`src/oscsc_pkg.sv`:
```
package oscsc_pkg;
    // Peripheral identity and register offsets
    localparam logic [7:0] PERIPH_ID      = 8'h04;
    localparam logic [7:0] OFF_GENERAL    = 8'h00;
    localparam logic [7:0] OFF_INTERNAL   = 8'h01;
    localparam logic [7:0] OFF_CRYSTAL    = 8'h02;
    // Field positions
    localparam int         BIT_SRC_SEL    = 0;
    localparam int         BIT_RST_ON_CHG = 1;
    localparam int         BIT_INT_EN     = 0;
    localparam int         BIT_INT_SLOW   = 1;
    localparam int         BIT_XTAL_EN    = 0;
    localparam int         BIT_XTAL_BIAS  = 1;
    // Reset values of writable fields
    localparam logic       RST_RST_ON_CHG = 1'b0;
    localparam logic       RST_INT_SLOW   = 1'b0;
    localparam logic       RST_INT_EN     = 1'b1;
    localparam logic       RST_XTAL_BIAS  = 1'b1;
    localparam logic       RST_XTAL_EN    = 1'b1;
    localparam logic [7:0] ZERO_BYTE      = 8'h00;

    // Byte-wide peripheral access request
    typedef struct packed {
        logic       valid;
        logic       write;
        logic [7:0] periph;
        logic [7:0] addr;
        logic [7:0] wdata;
    } oscsc_req_t;

    // Oscillator control outputs
    typedef struct packed {
        logic src_internal;
        logic int_en;
        logic int_slow;
        logic xtal_en;
        logic xtal_bias_en;
    } oscsc_ctrl_t;
endpackage : oscsc_pkg

```
`src/oscsc_top.sv`:
```
// What this block does
// [RL1] Answers peripheral 4, byte accesses only
// [RL2] Decodes three registers at 0x00-0x02
// [RL3] Source select bit, reset from strap
// [RL4] Optional tile reset on select change
// [RL5] Internal oscillator speed bit, resets fast
// [RL6] Internal oscillator enable, resets on
// [RL7] Crystal bias enable, resets on
// [RL8] Crystal oscillator enable, resets on
// [RL9] Bits 7 to 2 read zero
`timescale 1ns/1ns
module oscsc_top (
    input  wire logic                  clk,
    input  wire logic                  rst,
    input  wire logic                  strap_src_pin,
    input  wire oscsc_pkg::oscsc_req_t req,
    output logic                       rd_valid,
    output logic [7:0]                 rd_data,
    output oscsc_pkg::oscsc_ctrl_t     ctrl,
    output logic                       tile_reset
);
    // Strap synchroniser
    logic strap_meta;
    logic strap_sync;
    logic rst_d;
    always_ff @(posedge clk) begin
        strap_meta <= strap_src_pin;
        strap_sync <= strap_meta;
    end

    // Register state
    logic       src_sel;
    logic       rst_on_chg;
    logic       int_slow;
    logic       int_en;
    logic       xtal_bias;
    logic       xtal_en;

    // Next values
    logic       next_src_sel;
    logic       next_rst_on_chg;
    logic       next_int_slow;
    logic       next_int_en;
    logic       next_xtal_bias;
    logic       next_xtal_en;
    logic       next_tile_reset;
    logic       next_rd_valid;
    logic [7:0] next_rd_data;
    logic       hit;

    // Read data for one offset; reserved bits stay zero
    function automatic logic [7:0] read_mux(input logic [7:0] a,
                                            input logic       s,
                                            input logic       rc,
                                            input logic       sl,
                                            input logic       ie,
                                            input logic       xb,
                                            input logic       xe);
        logic [7:0] r;
        r = oscsc_pkg::ZERO_BYTE; // see [RL9]
        unique case (a)
            oscsc_pkg::OFF_GENERAL: begin
                r[oscsc_pkg::BIT_SRC_SEL]    = s;
                r[oscsc_pkg::BIT_RST_ON_CHG] = rc;
            end
            oscsc_pkg::OFF_INTERNAL: begin
                r[oscsc_pkg::BIT_INT_EN]   = ie;
                r[oscsc_pkg::BIT_INT_SLOW] = sl;
            end
            oscsc_pkg::OFF_CRYSTAL: begin
                r[oscsc_pkg::BIT_XTAL_EN]   = xe;
                r[oscsc_pkg::BIT_XTAL_BIAS] = xb;
            end
            default: r = oscsc_pkg::ZERO_BYTE;
        endcase
        return r;
    endfunction : read_mux

    assign hit = req.valid && (req.periph == oscsc_pkg::PERIPH_ID); // see [RL1]

    // Next-state for registers and read port
    always_comb begin
        next_src_sel    = src_sel;
        next_rst_on_chg = rst_on_chg;
        next_int_slow   = int_slow;
        next_int_en     = int_en;
        next_xtal_bias  = xtal_bias;
        next_xtal_en    = xtal_en;
        next_rd_valid   = hit && !req.write;
        next_rd_data    = rd_data;
        if (hit && req.write) begin
            unique case (req.addr) // see [RL2]
                oscsc_pkg::OFF_GENERAL: begin
                    next_src_sel    = req.wdata[oscsc_pkg::BIT_SRC_SEL];    // see [RL3]
                    next_rst_on_chg = req.wdata[oscsc_pkg::BIT_RST_ON_CHG]; // see [RL4]
                end
                oscsc_pkg::OFF_INTERNAL: begin
                    next_int_en   = req.wdata[oscsc_pkg::BIT_INT_EN];   // see [RL6]
                    next_int_slow = req.wdata[oscsc_pkg::BIT_INT_SLOW]; // see [RL5]
                end
                oscsc_pkg::OFF_CRYSTAL: begin
                    next_xtal_en   = req.wdata[oscsc_pkg::BIT_XTAL_EN];   // see [RL8]
                    next_xtal_bias = req.wdata[oscsc_pkg::BIT_XTAL_BIAS]; // see [RL7]
                end
                default: ;
            endcase
        end
        if (hit && !req.write) begin
            next_rd_data = read_mux(req.addr, src_sel, rst_on_chg, int_slow, int_en,
                                    xtal_bias, xtal_en);
        end
        // Source select loads the strap the cycle after reset release
        if (rst_d) begin
            next_src_sel = strap_sync; // see [RL3]
        end
        next_tile_reset = rst_on_chg && (next_src_sel != src_sel) && !rst_d; // see [RL4]
    end

    // Register update
    always_ff @(posedge clk) begin
        if (rst) begin
            rst_d      <= 1'b1;
            src_sel    <= 1'b0;
            rst_on_chg <= oscsc_pkg::RST_RST_ON_CHG;
            int_slow   <= oscsc_pkg::RST_INT_SLOW;
            int_en     <= oscsc_pkg::RST_INT_EN;
            xtal_bias  <= oscsc_pkg::RST_XTAL_BIAS;
            xtal_en    <= oscsc_pkg::RST_XTAL_EN;
            tile_reset <= 1'b0;
            rd_valid   <= 1'b0;
            rd_data    <= oscsc_pkg::ZERO_BYTE;
        end else begin
            rst_d      <= 1'b0;
            src_sel    <= next_src_sel;
            rst_on_chg <= next_rst_on_chg;
            int_slow   <= next_int_slow;
            int_en     <= next_int_en;
            xtal_bias  <= next_xtal_bias;
            xtal_en    <= next_xtal_en;
            tile_reset <= next_tile_reset;
            rd_valid   <= next_rd_valid;
            rd_data    <= next_rd_data;
        end
    end

    // Control outputs
    assign ctrl.src_internal = src_sel;
    assign ctrl.int_en       = int_en;
    assign ctrl.int_slow     = int_slow;
    assign ctrl.xtal_en      = xtal_en;
    assign ctrl.xtal_bias_en = xtal_bias;

    // Checks
    a_reserved_zero: assert property (@(posedge clk) disable iff (rst) // see [RL9]
        rd_valid |-> rd_data[7:2] == 6'h00) else $error("reserved bits nonzero");
    a_other_periph: assert property (@(posedge clk) disable iff (rst) // see [RL1]
        (req.valid && req.periph != oscsc_pkg::PERIPH_ID) |=> !rd_valid && $stable(ctrl))
        else $error("foreign access acted");
    a_read_ack: assert property (@(posedge clk) disable iff (rst) // see [RL2]
        (hit && !req.write) |=> rd_valid) else $error("read not answered");
    a_tile_rst: assert property (@(posedge clk) disable iff (rst || rst_d) // see [RL4]
        ($changed(src_sel) && $past(rst_on_chg) && !$past(rst_d)) |-> tile_reset)
        else $error("missing tile reset");
    a_no_tile_rst: assert property (@(posedge clk) disable iff (rst) // see [RL4]
        tile_reset |-> $changed(src_sel)) else $error("spurious tile reset");
    a_slow_write: assert property (@(posedge clk) disable iff (rst) // see [RL5]
        (hit && req.write && req.addr == oscsc_pkg::OFF_INTERNAL)
        |=> ctrl.int_slow == $past(req.wdata[oscsc_pkg::BIT_INT_SLOW]))
        else $error("speed not written");
    a_reset_vals: assert property (@(posedge clk) // see [RL4] [RL5] [RL6] [RL7] [RL8]
        $fell(rst) |-> ctrl.int_en && !ctrl.int_slow && ctrl.xtal_en && ctrl.xtal_bias_en
        && !rst_on_chg) else $error("bad reset values");
    a_xtal_write: assert property (@(posedge clk) disable iff (rst) // see [RL7] [RL8]
        (hit && req.write && req.addr == oscsc_pkg::OFF_CRYSTAL)
        |=> ctrl.xtal_en == $past(req.wdata[oscsc_pkg::BIT_XTAL_EN])
            && ctrl.xtal_bias_en == $past(req.wdata[oscsc_pkg::BIT_XTAL_BIAS]))
        else $error("crystal ctrl not written");
    a_strap_load: assert property (@(posedge clk) disable iff (rst) // see [RL3]
        rst_d |=> src_sel == $past(strap_sync)) else $error("strap not loaded");

    // Write paths land one cycle after the request
    a_int_en_write: assert property (@(posedge clk) disable iff (rst) // see [RL6]
        (hit && req.write && req.addr == oscsc_pkg::OFF_INTERNAL)
        |=> ctrl.int_en == $past(req.wdata[oscsc_pkg::BIT_INT_EN]))
        else $error("enable not written");
    a_general_write: assert property (@(posedge clk) disable iff (rst) // see [RL3] [RL4]
        (hit && req.write && req.addr == oscsc_pkg::OFF_GENERAL && !rst_d)
        |=> ctrl.src_internal == $past(req.wdata[oscsc_pkg::BIT_SRC_SEL])
            && rst_on_chg == $past(req.wdata[oscsc_pkg::BIT_RST_ON_CHG]))
        else $error("general ctrl not written");

    // Read data follows the stored fields
    a_read_general: assert property (@(posedge clk) disable iff (rst) // see [RL3] [RL4]
        (hit && !req.write && req.addr == oscsc_pkg::OFF_GENERAL)
        |=> rd_data[oscsc_pkg::BIT_SRC_SEL] == $past(src_sel)
            && rd_data[oscsc_pkg::BIT_RST_ON_CHG] == $past(rst_on_chg))
        else $error("general ctrl read wrong");
    a_read_internal: assert property (@(posedge clk) disable iff (rst) // see [RL5] [RL6]
        (hit && !req.write && req.addr == oscsc_pkg::OFF_INTERNAL)
        |=> rd_data[oscsc_pkg::BIT_INT_EN] == $past(int_en)
            && rd_data[oscsc_pkg::BIT_INT_SLOW] == $past(int_slow))
        else $error("internal ctrl read wrong");
    a_read_crystal: assert property (@(posedge clk) disable iff (rst) // see [RL7] [RL8]
        (hit && !req.write && req.addr == oscsc_pkg::OFF_CRYSTAL)
        |=> rd_data[oscsc_pkg::BIT_XTAL_EN] == $past(xtal_en)
            && rd_data[oscsc_pkg::BIT_XTAL_BIAS] == $past(xtal_bias))
        else $error("crystal ctrl read wrong");
    a_unmapped_read: assert property (@(posedge clk) disable iff (rst) // see [RL2] [RL9]
        (hit && !req.write && req.addr > oscsc_pkg::OFF_CRYSTAL)
        |=> rd_data == oscsc_pkg::ZERO_BYTE)
        else $error("unmapped read not zero");

    // Read port stays quiet on writes and in reset
    a_write_no_read: assert property (@(posedge clk) disable iff (rst) // see [RL2]
        (hit && req.write) |=> !rd_valid)
        else $error("write answered as read");
    a_rd_data_hold: assert property (@(posedge clk) disable iff (rst) // see [RL2]
        !(hit && !req.write) |=> $stable(rd_data))
        else $error("read data moved");
    a_reset_quiet: assert property (@(posedge clk) // see [RL4]
        rst |=> !rd_valid && !tile_reset)
        else $error("outputs active in reset");

    // Main scenarios
    c_tile_reset: cover property (@(posedge clk) disable iff (rst) tile_reset);
    c_int_off: cover property (@(posedge clk) disable iff (rst) !ctrl.int_en);
    c_read: cover property (@(posedge clk) disable iff (rst) rd_valid && rd_data != 8'h00);
    c_xtal_off: cover property (@(posedge clk) disable iff (rst) !ctrl.xtal_en);
    c_slow: cover property (@(posedge clk) disable iff (rst) ctrl.int_slow);
endmodule : oscsc_top

```
`config.mk`:
```
export PLATFORM = sky130hd
export DESIGN_NAME = oscsc_top
export DESIGN_NICKNAME = d
export VERILOG_FILES = /design/src/oscsc_pkg.sv /design/src/oscsc_top.sv
export SDC_FILE = /design/constraint.sdc
export NUM_CORES = 1
export LEC_CHECK = 0
export BUFFER_PORTS_ARGS = -buffer_cell sky130_fd_sc_hd__buf_2
export CAP_MARGIN = 0
export CORE_MARGIN = 3
export CORE_UTILIZATION = 44
export CTS_CLUSTER_DIAMETER = 80
export DETAILED_ROUTE_END_ITERATION = 16
export GPL_TIMING_DRIVEN = 0
export HOLD_SLACK_MARGIN = 0.02
export PLACE_DENSITY = 0.83
export SYNTH_ARGS = -nofsm -noshare
export SYNTH_HDL_FRONTEND = slang
export SYNTH_SLANG_ARGS = --single-unit
```
`constraint.sdc`:
```
create_clock -name clk -period 2.15 [get_ports clk]
set_input_delay 0.43 -clock clk [delete_from_list [all_inputs] [get_ports clk]]
set_output_delay 0.43 -clock clk [all_outputs]
set_load 0.1 [all_outputs]
```
== Word level (Yosys, flattened, before mapping) ==
Cells that the tools add are included.
Storage, ports and cells
  flip-flop bits (word level): 13
  input bits: 29
  output and inout port bits: 15
Operators by class
  eq/ne operators: 4
  multiplexer cells: 5
  reduce and logical (&&, ||, !) cells: 11
Operator list (count)
  $eq 8x1->1 const B: 1
  $eq 8x2->1 const B: 1
  $eq 8x3->1 const B: 1
  $logic_not 8->1: 1
  $pmux 2 s3: 1
  $reduce_and 2->1: 3
  $logic_and 1x1->1: 5
  $mux 1: 4
  $logic_not 1->1: 2
  $ne 1x1->1: 1

== Logic depth before layout (Yosys ltp) ==
Gate-level depths: netlist of run 1.
  depth after elaboration: 8
  gate-level depth with buffers: 5

== Worst setup path before layout of run 1 ==
OpenSTA, ideal clock, no wires.
  kind: in2reg
  from: input req[13] (netlist name)
  to: register src_sel
  data arrival time: 1.330 ns
  slack: 0.729 ns
  stages on the path: 4
  cell sequence: nor4_4 -> and3_4 -> nand4_1 -> a311oi_1
Between the ends
  cells in the longest elaborated chain, start to end: 4
RTL lines
  start, declared: line oscsc_top.sv:16  | input wire oscsc_pkg::oscsc_req_t req,
  $logic_not 8->1: line oscsc_top.sv:92  | unique case (req.addr)
  $mux 1: line oscsc_top.sv:92
  $mux 1: line oscsc_top.sv:91  | if (hit && req.write) begin
  $mux 1: line oscsc_top.sv:113  | if (rst_d) begin
  end signal, assigned: line oscsc_top.sv:134  | src_sel <= next_src_sel;
  end, declared: line oscsc_top.sv:32  | logic src_sel;
Every way passes these cells.
A chain may end at the register's enable or synchronous reset.

== Final worst setup path of run 1 ==
  from: register src_sel
  to: output ctrl[4] (netlist name)
RTL lines
  end, declared: line oscsc_top.sv:19  | output oscsc_pkg::oscsc_ctrl_t ctrl,
No word-level cell between the ends.

==> metrics.txt, run 1 <==
status=complete, no violations; DRC=0; endpoints failing hold=0; PD cells=575 nW/µm²; cell taking the most area after synthesis=dfxtp_1; crit path DAT=between 1000 and 1500 ps; power consumption=0.520 mW; Post-Route WL=about 1600 µm; clock buffer depth=2; maximum clock rate=just over 0.6 GHz; row cnt=13; crit-path cells=buf_4, buf_2; Worst setup EP type=output port; syn_area_per_cell=around 8.4 µm²; Seq/Total Area, Yosys=0.377; via count=around 760; routed len/inst=about 12 µm; core area=around 1400 µm²; Cells after Synth=82; clk slew on worst S/H paths=~80 ps; peak supply drop=between 0.2 and 0.3 mV; initial antenna violation count=0; startpoint types=register; global route overflow=0; Final setup viols=0; period utilisation layout=0.770; met1 WL=625 µm; Max Cap Viol=0; CTS buffer count=3; global-route wire length before repair=around 2600 µm; Reg area=approximately 260 µm²; routed length on met2=708 µm; vias per inst=between 5 and 6; RSZ-0062 raised after global routing=false; Yosys warning count=0; layout cells sized above 1=0.397; fillers=132; Synth Cell Area=691 µm²; Final #Nets=151; violation count after the first detailed-route iteration=12; met3 WL=between 200 and 250 µm; clk_lat worst skew=around 280 ps; Starting Density=0.500; pin count of the biggest net entering global routing=11; PnR worst setup slack=between 400 and 500 ps; Max FO, Critical Path=4; Die X=45.6 µm; CP max-delay cell=dfxtp_1; vias in the first global route=around 580; Yosys top cell area share=0.377; Setup Skew=2.24 ps; register bit total from synthesis=13; port bufs=30; Num Clock Sinks=13; Worst EP required=roughly 1700 ps; Area contributors post-synth=dfxtp_1 (38%), buf_4 (12%), nand4_1 (8.2%), o21ai_0 (5.8%), nand3_1 (4.3%); CTS resizes=0; die height=45.6 µm; Critical Setup Path Class=reg2out; Max stage delay on crit path=approximately 410 ps; Place WS=slightly below 500 ps; routability cong.=between 0.8 and 0.9; hold crit path type=in2reg; Boundary Pins=44; ANT cells=0; first-pass detailed-route iteration total=4; Root Driver=clkbuf_4; Static Leakage=about 0.41 nW; final worst path period need=1660 ps; setup TNS=0 ps; Area Growth Syn to Fin=31.0%; Distinct cells, synth=22; htree depth=1; Antenna Nets Post-Route=0; Post-CTS Setup Inserts=0; total track usage=0.176; CTS tree=done; Hold-fix buffers, CTS=0; die footprint=about 2100 µm²; DP HPWL=about 1200 µm; Slew Viols, Final=0; Multi-input gate area=347 µm²; Max Used Layer=met4
## flip-flops by register name (all words and copies together), names as in the netlist
name        count
xtal_bias       1
rst_on_chg      1
rd_valid        1
rst_d           1
xtal_en         1
strap_sync      1
int_slow        1
src_sel         1
int_en          1
rd_data         2
strap_meta      1
tile_reset      1
## placed cells by master (no fill, tap or decap)
master     n
buf_2     31
dfxtp_1   13
buf_4     11
nand4_1    9
o21ai_0    8
nor2_1     6
nand3_1    6
conb_1     6
a21oi_1    5
nor2b_1    4
clkbuf_1   3
nor3_1     3
clkbuf_4   3
inv_1      2
mux2i_1    2
o211ai_1   2
nor4_4     1
xor2_1     1
and4_1     1
and3_4     1
a311oi_1   1
and4_2     1
or3_1      1
## layer usage
layer / up-vias / global-route usage
met1: 334 / 0.215
li1: 362 / -
met3: 7 / 0.0514
met2: 59 / 0.259
met4: 0 / 0.123
met5: - / 0
## cells by family after synthesis
group / count (synthesis) / share of synthesized area
AND/OR/NAND/NOR: 33 / 0.299
flip-flops: 13 / 0.377
multiplexers: 2 / 0.0290
buffers and inverters: 16 / 0.149
AO/OA/AOI/OAI: 16 / 0.129
XOR/XNOR: 1 / 0.0127
other: 1 / 0.00543
## power by group
group | internal (mW) | switching (mW)
registers | 0.245 | 0.00251
logic | 0.0326 | 0.0845
clock network | 0.0721 | 0.0838
## final timing paths
kind / start / end / slack [ps] / depth (start not counted)
worst min-delay path: strap_src_pin / strap_meta / 240 / 1
worst max-delay path: src_sel / ctrl[4] / 490 / 2
worst min register to register: strap_meta / strap_sync / 350 / 0
worst max register to register: src_sel / src_sel / 1280 / 2
## synth_stat cells
cell type,count
dfxtp_1,13
buf_4,11
nand4_1,9
o21ai_0,8
nand3_1,6
nor2_1,6
a21oi_1,5
nor2b_1,4
nor3_1,3
clkbuf_1,2
inv_1,2
mux2i_1,2
o211ai_1,2
a311oi_1,1
and3_4,1
and4_1,1
and4_2,1
buf_2,1
conb_1,1
nor4_4,1
or3_1,1
xor2_1,1
## cell type report
class | instances | area share
buffer | 14 | 0.105
clock buffer | 4 | 0.0290
inverter | 2 | 0.00830
multi-input combinational | 58 | 0.383
sequential | 13 | 0.288
tap | 15 | 0.0207
timing repair buffer | 30 | 0.166
## stage by stage
stage | std cells | hold slack, ps | cell area (µm²) | utilization
final | 136 | 241 | 905 | 0.654
after global routing | 136 | 239 | 905 | 0.654
after CTS | 136 | 238 | 905 | 0.654
after detailed placement | 132 | 335 | 878 | 0.635
after global placement | 132 | 311 | 878 | 0.635
after floorplan | 87 | 310 | 709 | -
## worst max-delay path: cells and delay by family (launching register included)
family	cells	cell delay (ps)
buffers and inverters	2	540
DFF	1	410
Power figures use the tool's default switching activity.
==> run 2, diff against run 1 <==
--- a/config.mk
+++ b/config.mk
@@ -5,15 +5,16 @@
 export SDC_FILE = /design/constraint.sdc
 export NUM_CORES = 1
 export LEC_CHECK = 0
+export ABC_AREA = 1
 export BUFFER_PORTS_ARGS = -buffer_cell sky130_fd_sc_hd__buf_2
 export CAP_MARGIN = 0
 export CORE_MARGIN = 3
-export CORE_UTILIZATION = 44
+export CORE_UTILIZATION = 38
 export CTS_CLUSTER_DIAMETER = 80
 export DETAILED_ROUTE_END_ITERATION = 16
 export GPL_TIMING_DRIVEN = 0
 export HOLD_SLACK_MARGIN = 0.02
-export PLACE_DENSITY = 0.83
+export PLACE_DENSITY = 0.74
 export SYNTH_ARGS = -nofsm -noshare
 export SYNTH_HDL_FRONTEND = slang
 export SYNTH_SLANG_ARGS = --single-unit
==> constraint.sdc (replaced) <==
create_clock -name clk -period 1.5 [get_ports clk]
set_input_delay 0.3 -clock clk [delete_from_list [all_inputs] [get_ports clk]]
set_output_delay 0.3 -clock clk [all_outputs]
set_load 0.1 [all_outputs]
==> metrics.txt, run 2 <==
Num Clock Sinks=13; maximum clock rate=0.692 GHz; vias in the first global route=between 600 and 700; most frequent cells in the layout=buf_2 (27), nand2_1 (25), dfxtp_1 (13), buf_4 (11), inv_1 (9); most common cell in the synthesized netlist=nand2_1; violation count after the first detailed-route iteration=10; Seq/Total Area, Yosys=0.345; Root Driver=clkbuf_4; Area Growth Syn to Fin=32.2%; layout cells sized above 1=0.460; Worst Hold End=strap_meta; Hold WS=123 ps; Yosys warning count=0; fin cells=between 150 and 200; Biggest register=rd_data; Worst setup EP type=output port; most common cell after layout, fill and taps aside=buf_2; Slew Viols, Final=0; pin count of the biggest net entering global routing=9; clk slew on worst S/H paths=about 80 ps; status=complete, no violations; Critical Setup Path Class=reg2out; crit-path cells=buf_4, buf_2; via count=710; vias per inst=between 4 and 5; Setup Skew=around 6.7 ps; clk_lat worst skew=270 ps; fillers=between 150 and 200; port bufs=31; die footprint=2560 µm²; DRC=0; die height=between 50 and 60 µm; ANT cells=0; r2r setup slk=600 ps; CTS tree=done; syn_area_per_cell=roughly 7.6 µm²; Max FO, Critical Path=3; Async S/R FF share, synth=0; routed len/inst=roughly 9.1 µm; Cells after Synth=between 90 and 100; design area=between 900 and 1000 µm²; CTS buffer count=3; setup TNS=0 ps; Max stage delay on crit path=approximately 410 ps; startpoint types=register; Die X=around 50 µm; register bit total from synthesis=13; global-route wire length before repair=about 2700 µm; HP Start=strap_src_pin; area post-placement=960 µm²; first-pass detailed-route iteration total=4; Static Leakage=~0.51 nW; period utilisation layout=0.963; Boundary Pins=44; routability cong.=about 0.75; row cnt=15; htree depth=1; hold crit path type=in2reg; Synth Cell Area=~750 µm²; Worst EP required=between 1000 and 1500 ps; endpoints failing hold=0; Hold Path Cell Cnt=1; Starting Density=0.419; Area contributors post-synth=dfxtp_1 (34%), nand2_1 (12%), buf_4 (11%), nor2_4 (6.0%), nor4_4 (5.6%); max reg flops=2; RR Startpoint=src_sel; initial antenna violation count=0; Main synth FF type=dfxtp_1; crit path DAT=1140 ps; cell taking the most area after synthesis=dfxtp_1; final worst path period need=1440 ps; global route overflow=0; FF-to-FF End=tile_reset; Antenna Nets Post-Route=0; Distinct cells, synth=19; clock buffer depth=2; Yosys top cell area share=0.345; RSZ-0062 raised after global routing=false; Final setup viols=0; total track usage=0.132; peak supply drop=approximately 0.68 mV; dpl cells=160; top post-synthesis cells by count=nand2_1 (25), dfxtp_1 (13), buf_4 (11); EDFF count, synth=0; power consumption=roughly 0.73 mW; PD cells=around 730 nW/µm²; core area=1800 µm²; Post-Route WL=~1500 µm; CP max-delay cell=buf_2; R2R depth=5; Max Cap Viol=0; DP HPWL=approximately 1300 µm; Final #Nets=~170
## run 2: layout make-up
type                       instances  area, µm²  share of cell area
buffer                            11       82.6              0.0828
sequential                        13        260               0.261
tap                               25       31.3              0.0314
clock inverter                     1       5.00             0.00502
timing repair buffer              31        165               0.166
multi-input combinational         67        382               0.383
clock buffer                       3       22.5              0.0226
inverter                          13       48.8              0.0489
## run 2: where the power goes
group	total (mW)	internal, mW	switching, mW
clock	0.206	0.0987	0.108
combinational	0.168	0.0465	0.122
sequential	0.353	0.351	0.00287
total	0.728	0.496	0.232
## run 2: cell families (layout without fill, tap and decap cells)
group                  count (synthesis)  after routing  share of synthesized area
AND/OR/NAND/NOR                       54             54                      0.430
buffers and inverters                 24             59                      0.174
flip-flops                            13             13                      0.345
AO/OA/AOI/OAI                          7              7                     0.0464
other                                  1              6                    0.00497
## run 2: worst max path at each step
stage	start	endpoint	slack [ps]	depth (start not counted)
6_report	int_slow	ctrl[2]	60	2
3_5_place_dp	req[23]	tile_reset	60	9
2_1_floorplan	rd_data[0]	rd_data[0]	250	2
5_1_grt	int_slow	ctrl[2]	7	2
3_3_place_gp	req[21]	tile_reset	150	9
4_1_cts	src_sel	ctrl[4]	30	2
## run 2: critical path, delay by kind of cell (launching register included)
family,cells,cell delay (ps)
flops,1,360
buf+inv,2,520
## run 2: metal layers
metal / vias up / global-route usage / part of all wire
met1: 304 / 0.141 / 0.38
met2: 30 / 0.233 / 0.51
li1: 372 / - / -
met5: - / 0 / 0
met3: 4 / 0.0534 / 0.091
met4: 0 / 0.0493 / 0.018
## run 2: timing repair
action                                  in CTS  in global routing
resized for setup                            0                  4
endpoints found under the setup margin       0                  4
setup buffers                                0                  0
hold buffers                                 0                  0
endpoints found under the hold margin        0                  0
## run 2: stage by stage
step	util	setup WS [ps]
after floorplan	-	252
after global placement	0.533	152
after detailed placement	0.533	56.1
after CTS	0.548	25.0
after global routing	0.553	6.78
final	0.553	55.3
==> run 3, diff against run 2 <==
--- a/config.mk
+++ b/config.mk
@@ -10,6 +10,7 @@
 export CAP_MARGIN = 0
 export CORE_MARGIN = 3
 export CORE_UTILIZATION = 38
+export CTS_BUF_LIST = sky130_fd_sc_hd__clkbuf_8 sky130_fd_sc_hd__clkbuf_16
 export CTS_CLUSTER_DIAMETER = 80
 export DETAILED_ROUTE_END_ITERATION = 16
 export GPL_TIMING_DRIVEN = 0
==> metrics.txt, run 3 (synthesis results as in run 2) <==
status=complete, no violations; Reg area=between 200 and 300 µm²; PD cells=818 nW/µm²; Final #Nets=approximately 170; via count=between 700 and 800; layout cells sized above 1=0.460; final worst path period need=between 1000 and 1500 ps; crit path DAT=1130 ps; setup TNS=0 ps; Static Leakage=0.513 nW; CTS buffer count=3; CTS tree=done; Setup Skew=between 3 and 4 ps; RSZ-0062 raised after global routing=false; peak supply drop=0.796 mV; Max FO, Critical Path=3; Area Growth Syn to Fin=33.3%; initial antenna violation count=0; CTS resizes=0; htree depth=1; pin count of the biggest net entering global routing=9; ANT cells=0; Worst setup EP type=output port; total track usage=0.136; die footprint=roughly 2600 µm²; Slew Viols, Final=0; routed len/inst=a little over 9 µm; core area=between 1500 and 2000 µm²; power consumption=0.823 mW; fillers=~180; clock buffer depth=2; Worst EP required=between 1000 and 1500 ps; Antenna Nets Post-Route=0; Final setup viols=0; row cnt=15; endpoints failing hold=0; Max Cap Viol=0; Post-CTS Setup Inserts=0; clk slew on worst S/H paths=~50 ps; Critical Setup Path Class=reg2out; DP HPWL=between 1000 and 1500 µm; Multi-input gate area=between 300 and 400 µm²; Root Driver=clkbuf_8; first-pass detailed-route iteration total=4; violation count after the first detailed-route iteration=9; global-route wire length before repair=about 2700 µm; period utilisation layout=0.951; Boundary Pins=44; hold crit path type=in2reg; vias in the first global route=702; maximum clock rate=around 0.70 GHz; Post-Route WL=between 1500 and 2000 µm; max reg flops=2; startpoint types=register; global route overflow=0; Die X=roughly 51 µm; vias per inst=4.32; most common cell after layout, fill and taps aside=buf_2; clk_lat worst skew=240 ps; Biggest register=rd_data; routability cong.=approximately 0.75; Starting Density=0.419; Num Clock Sinks=13; DRC=0; die height=a little over 50 µm; port bufs=31; most frequent cells in the layout=buf_2 (31), nand2_1 (25), dfxtp_1 (13), buf_4 (11), inv_1 (9); Hold-fix buffers, CTS=0
[run 3: cell types whose count changed in the layout (fill, tap and decap cells not counted)]
cell      previous run  this run
clkbuf_8             0         3
buf_2               27        31
clkbuf_4             7         0
[run 3: final timing paths]
check / slack, ps / cells after the start / endpoint / start
setup / recovery: 70 / 2 / ctrl[4] / src_sel
hold / removal: 160 / 1 / strap_meta / strap_src_pin
setup reg to reg: 600 / 5 / tile_reset / src_sel
hold reg to reg: 330 / 0 / strap_sync / strap_meta
[run 3: worst max-delay path, stage by stage, from the launching register on]
cell and delay, ps:
dfxtp_1 360, buf_4 120, buf_2 410
[run 3: through the flow]
step | utilization | setup slack [ps] | std cells | area, µm² | hold WS [ps]
after floorplan | - | 252 | 104 | 773 | 310
after global placement | 0.533 | 152 | 160 | 960 | 311
after detailed placement | 0.533 | 56.1 | 160 | 960 | 320
after CTS | 0.558 | 67.7 | 164 | 1010 | 154
after global routing | 0.558 | 24.1 | 164 | 1010 | 151
final | 0.558 | 73.9 | 164 | 1010 | 158
[run 3: layout make-up]
cell class                 count  share of cell area
multi-input combinational     67               0.379
sequential                    13               0.259
timing repair buffer          31               0.154
buffer                        11              0.0821
inverter                      13              0.0485
clock buffer                   3              0.0410
tap                           25              0.0311
clock inverter                 1             0.00498
[run 3: routing by layer]
layer  wire length (µm)  vias up  global-route usage  part of all wire
li1                   -      371                   -                 -
met1                572      302               0.147              0.38
met2                759       32               0.237              0.51
met3                141        4              0.0534             0.094
met4                 27        0              0.0493             0.018
met5                  0        -                   0                 0
[run 3: power by group]
| part | total, mW | switching, mW | internal, mW |
|---|---|---|---|
| sequential | 0.354 | 0.00290 | 0.351 |
| combinational | 0.168 | 0.122 | 0.0458 |
| clock | 0.301 | 0.118 | 0.183 |
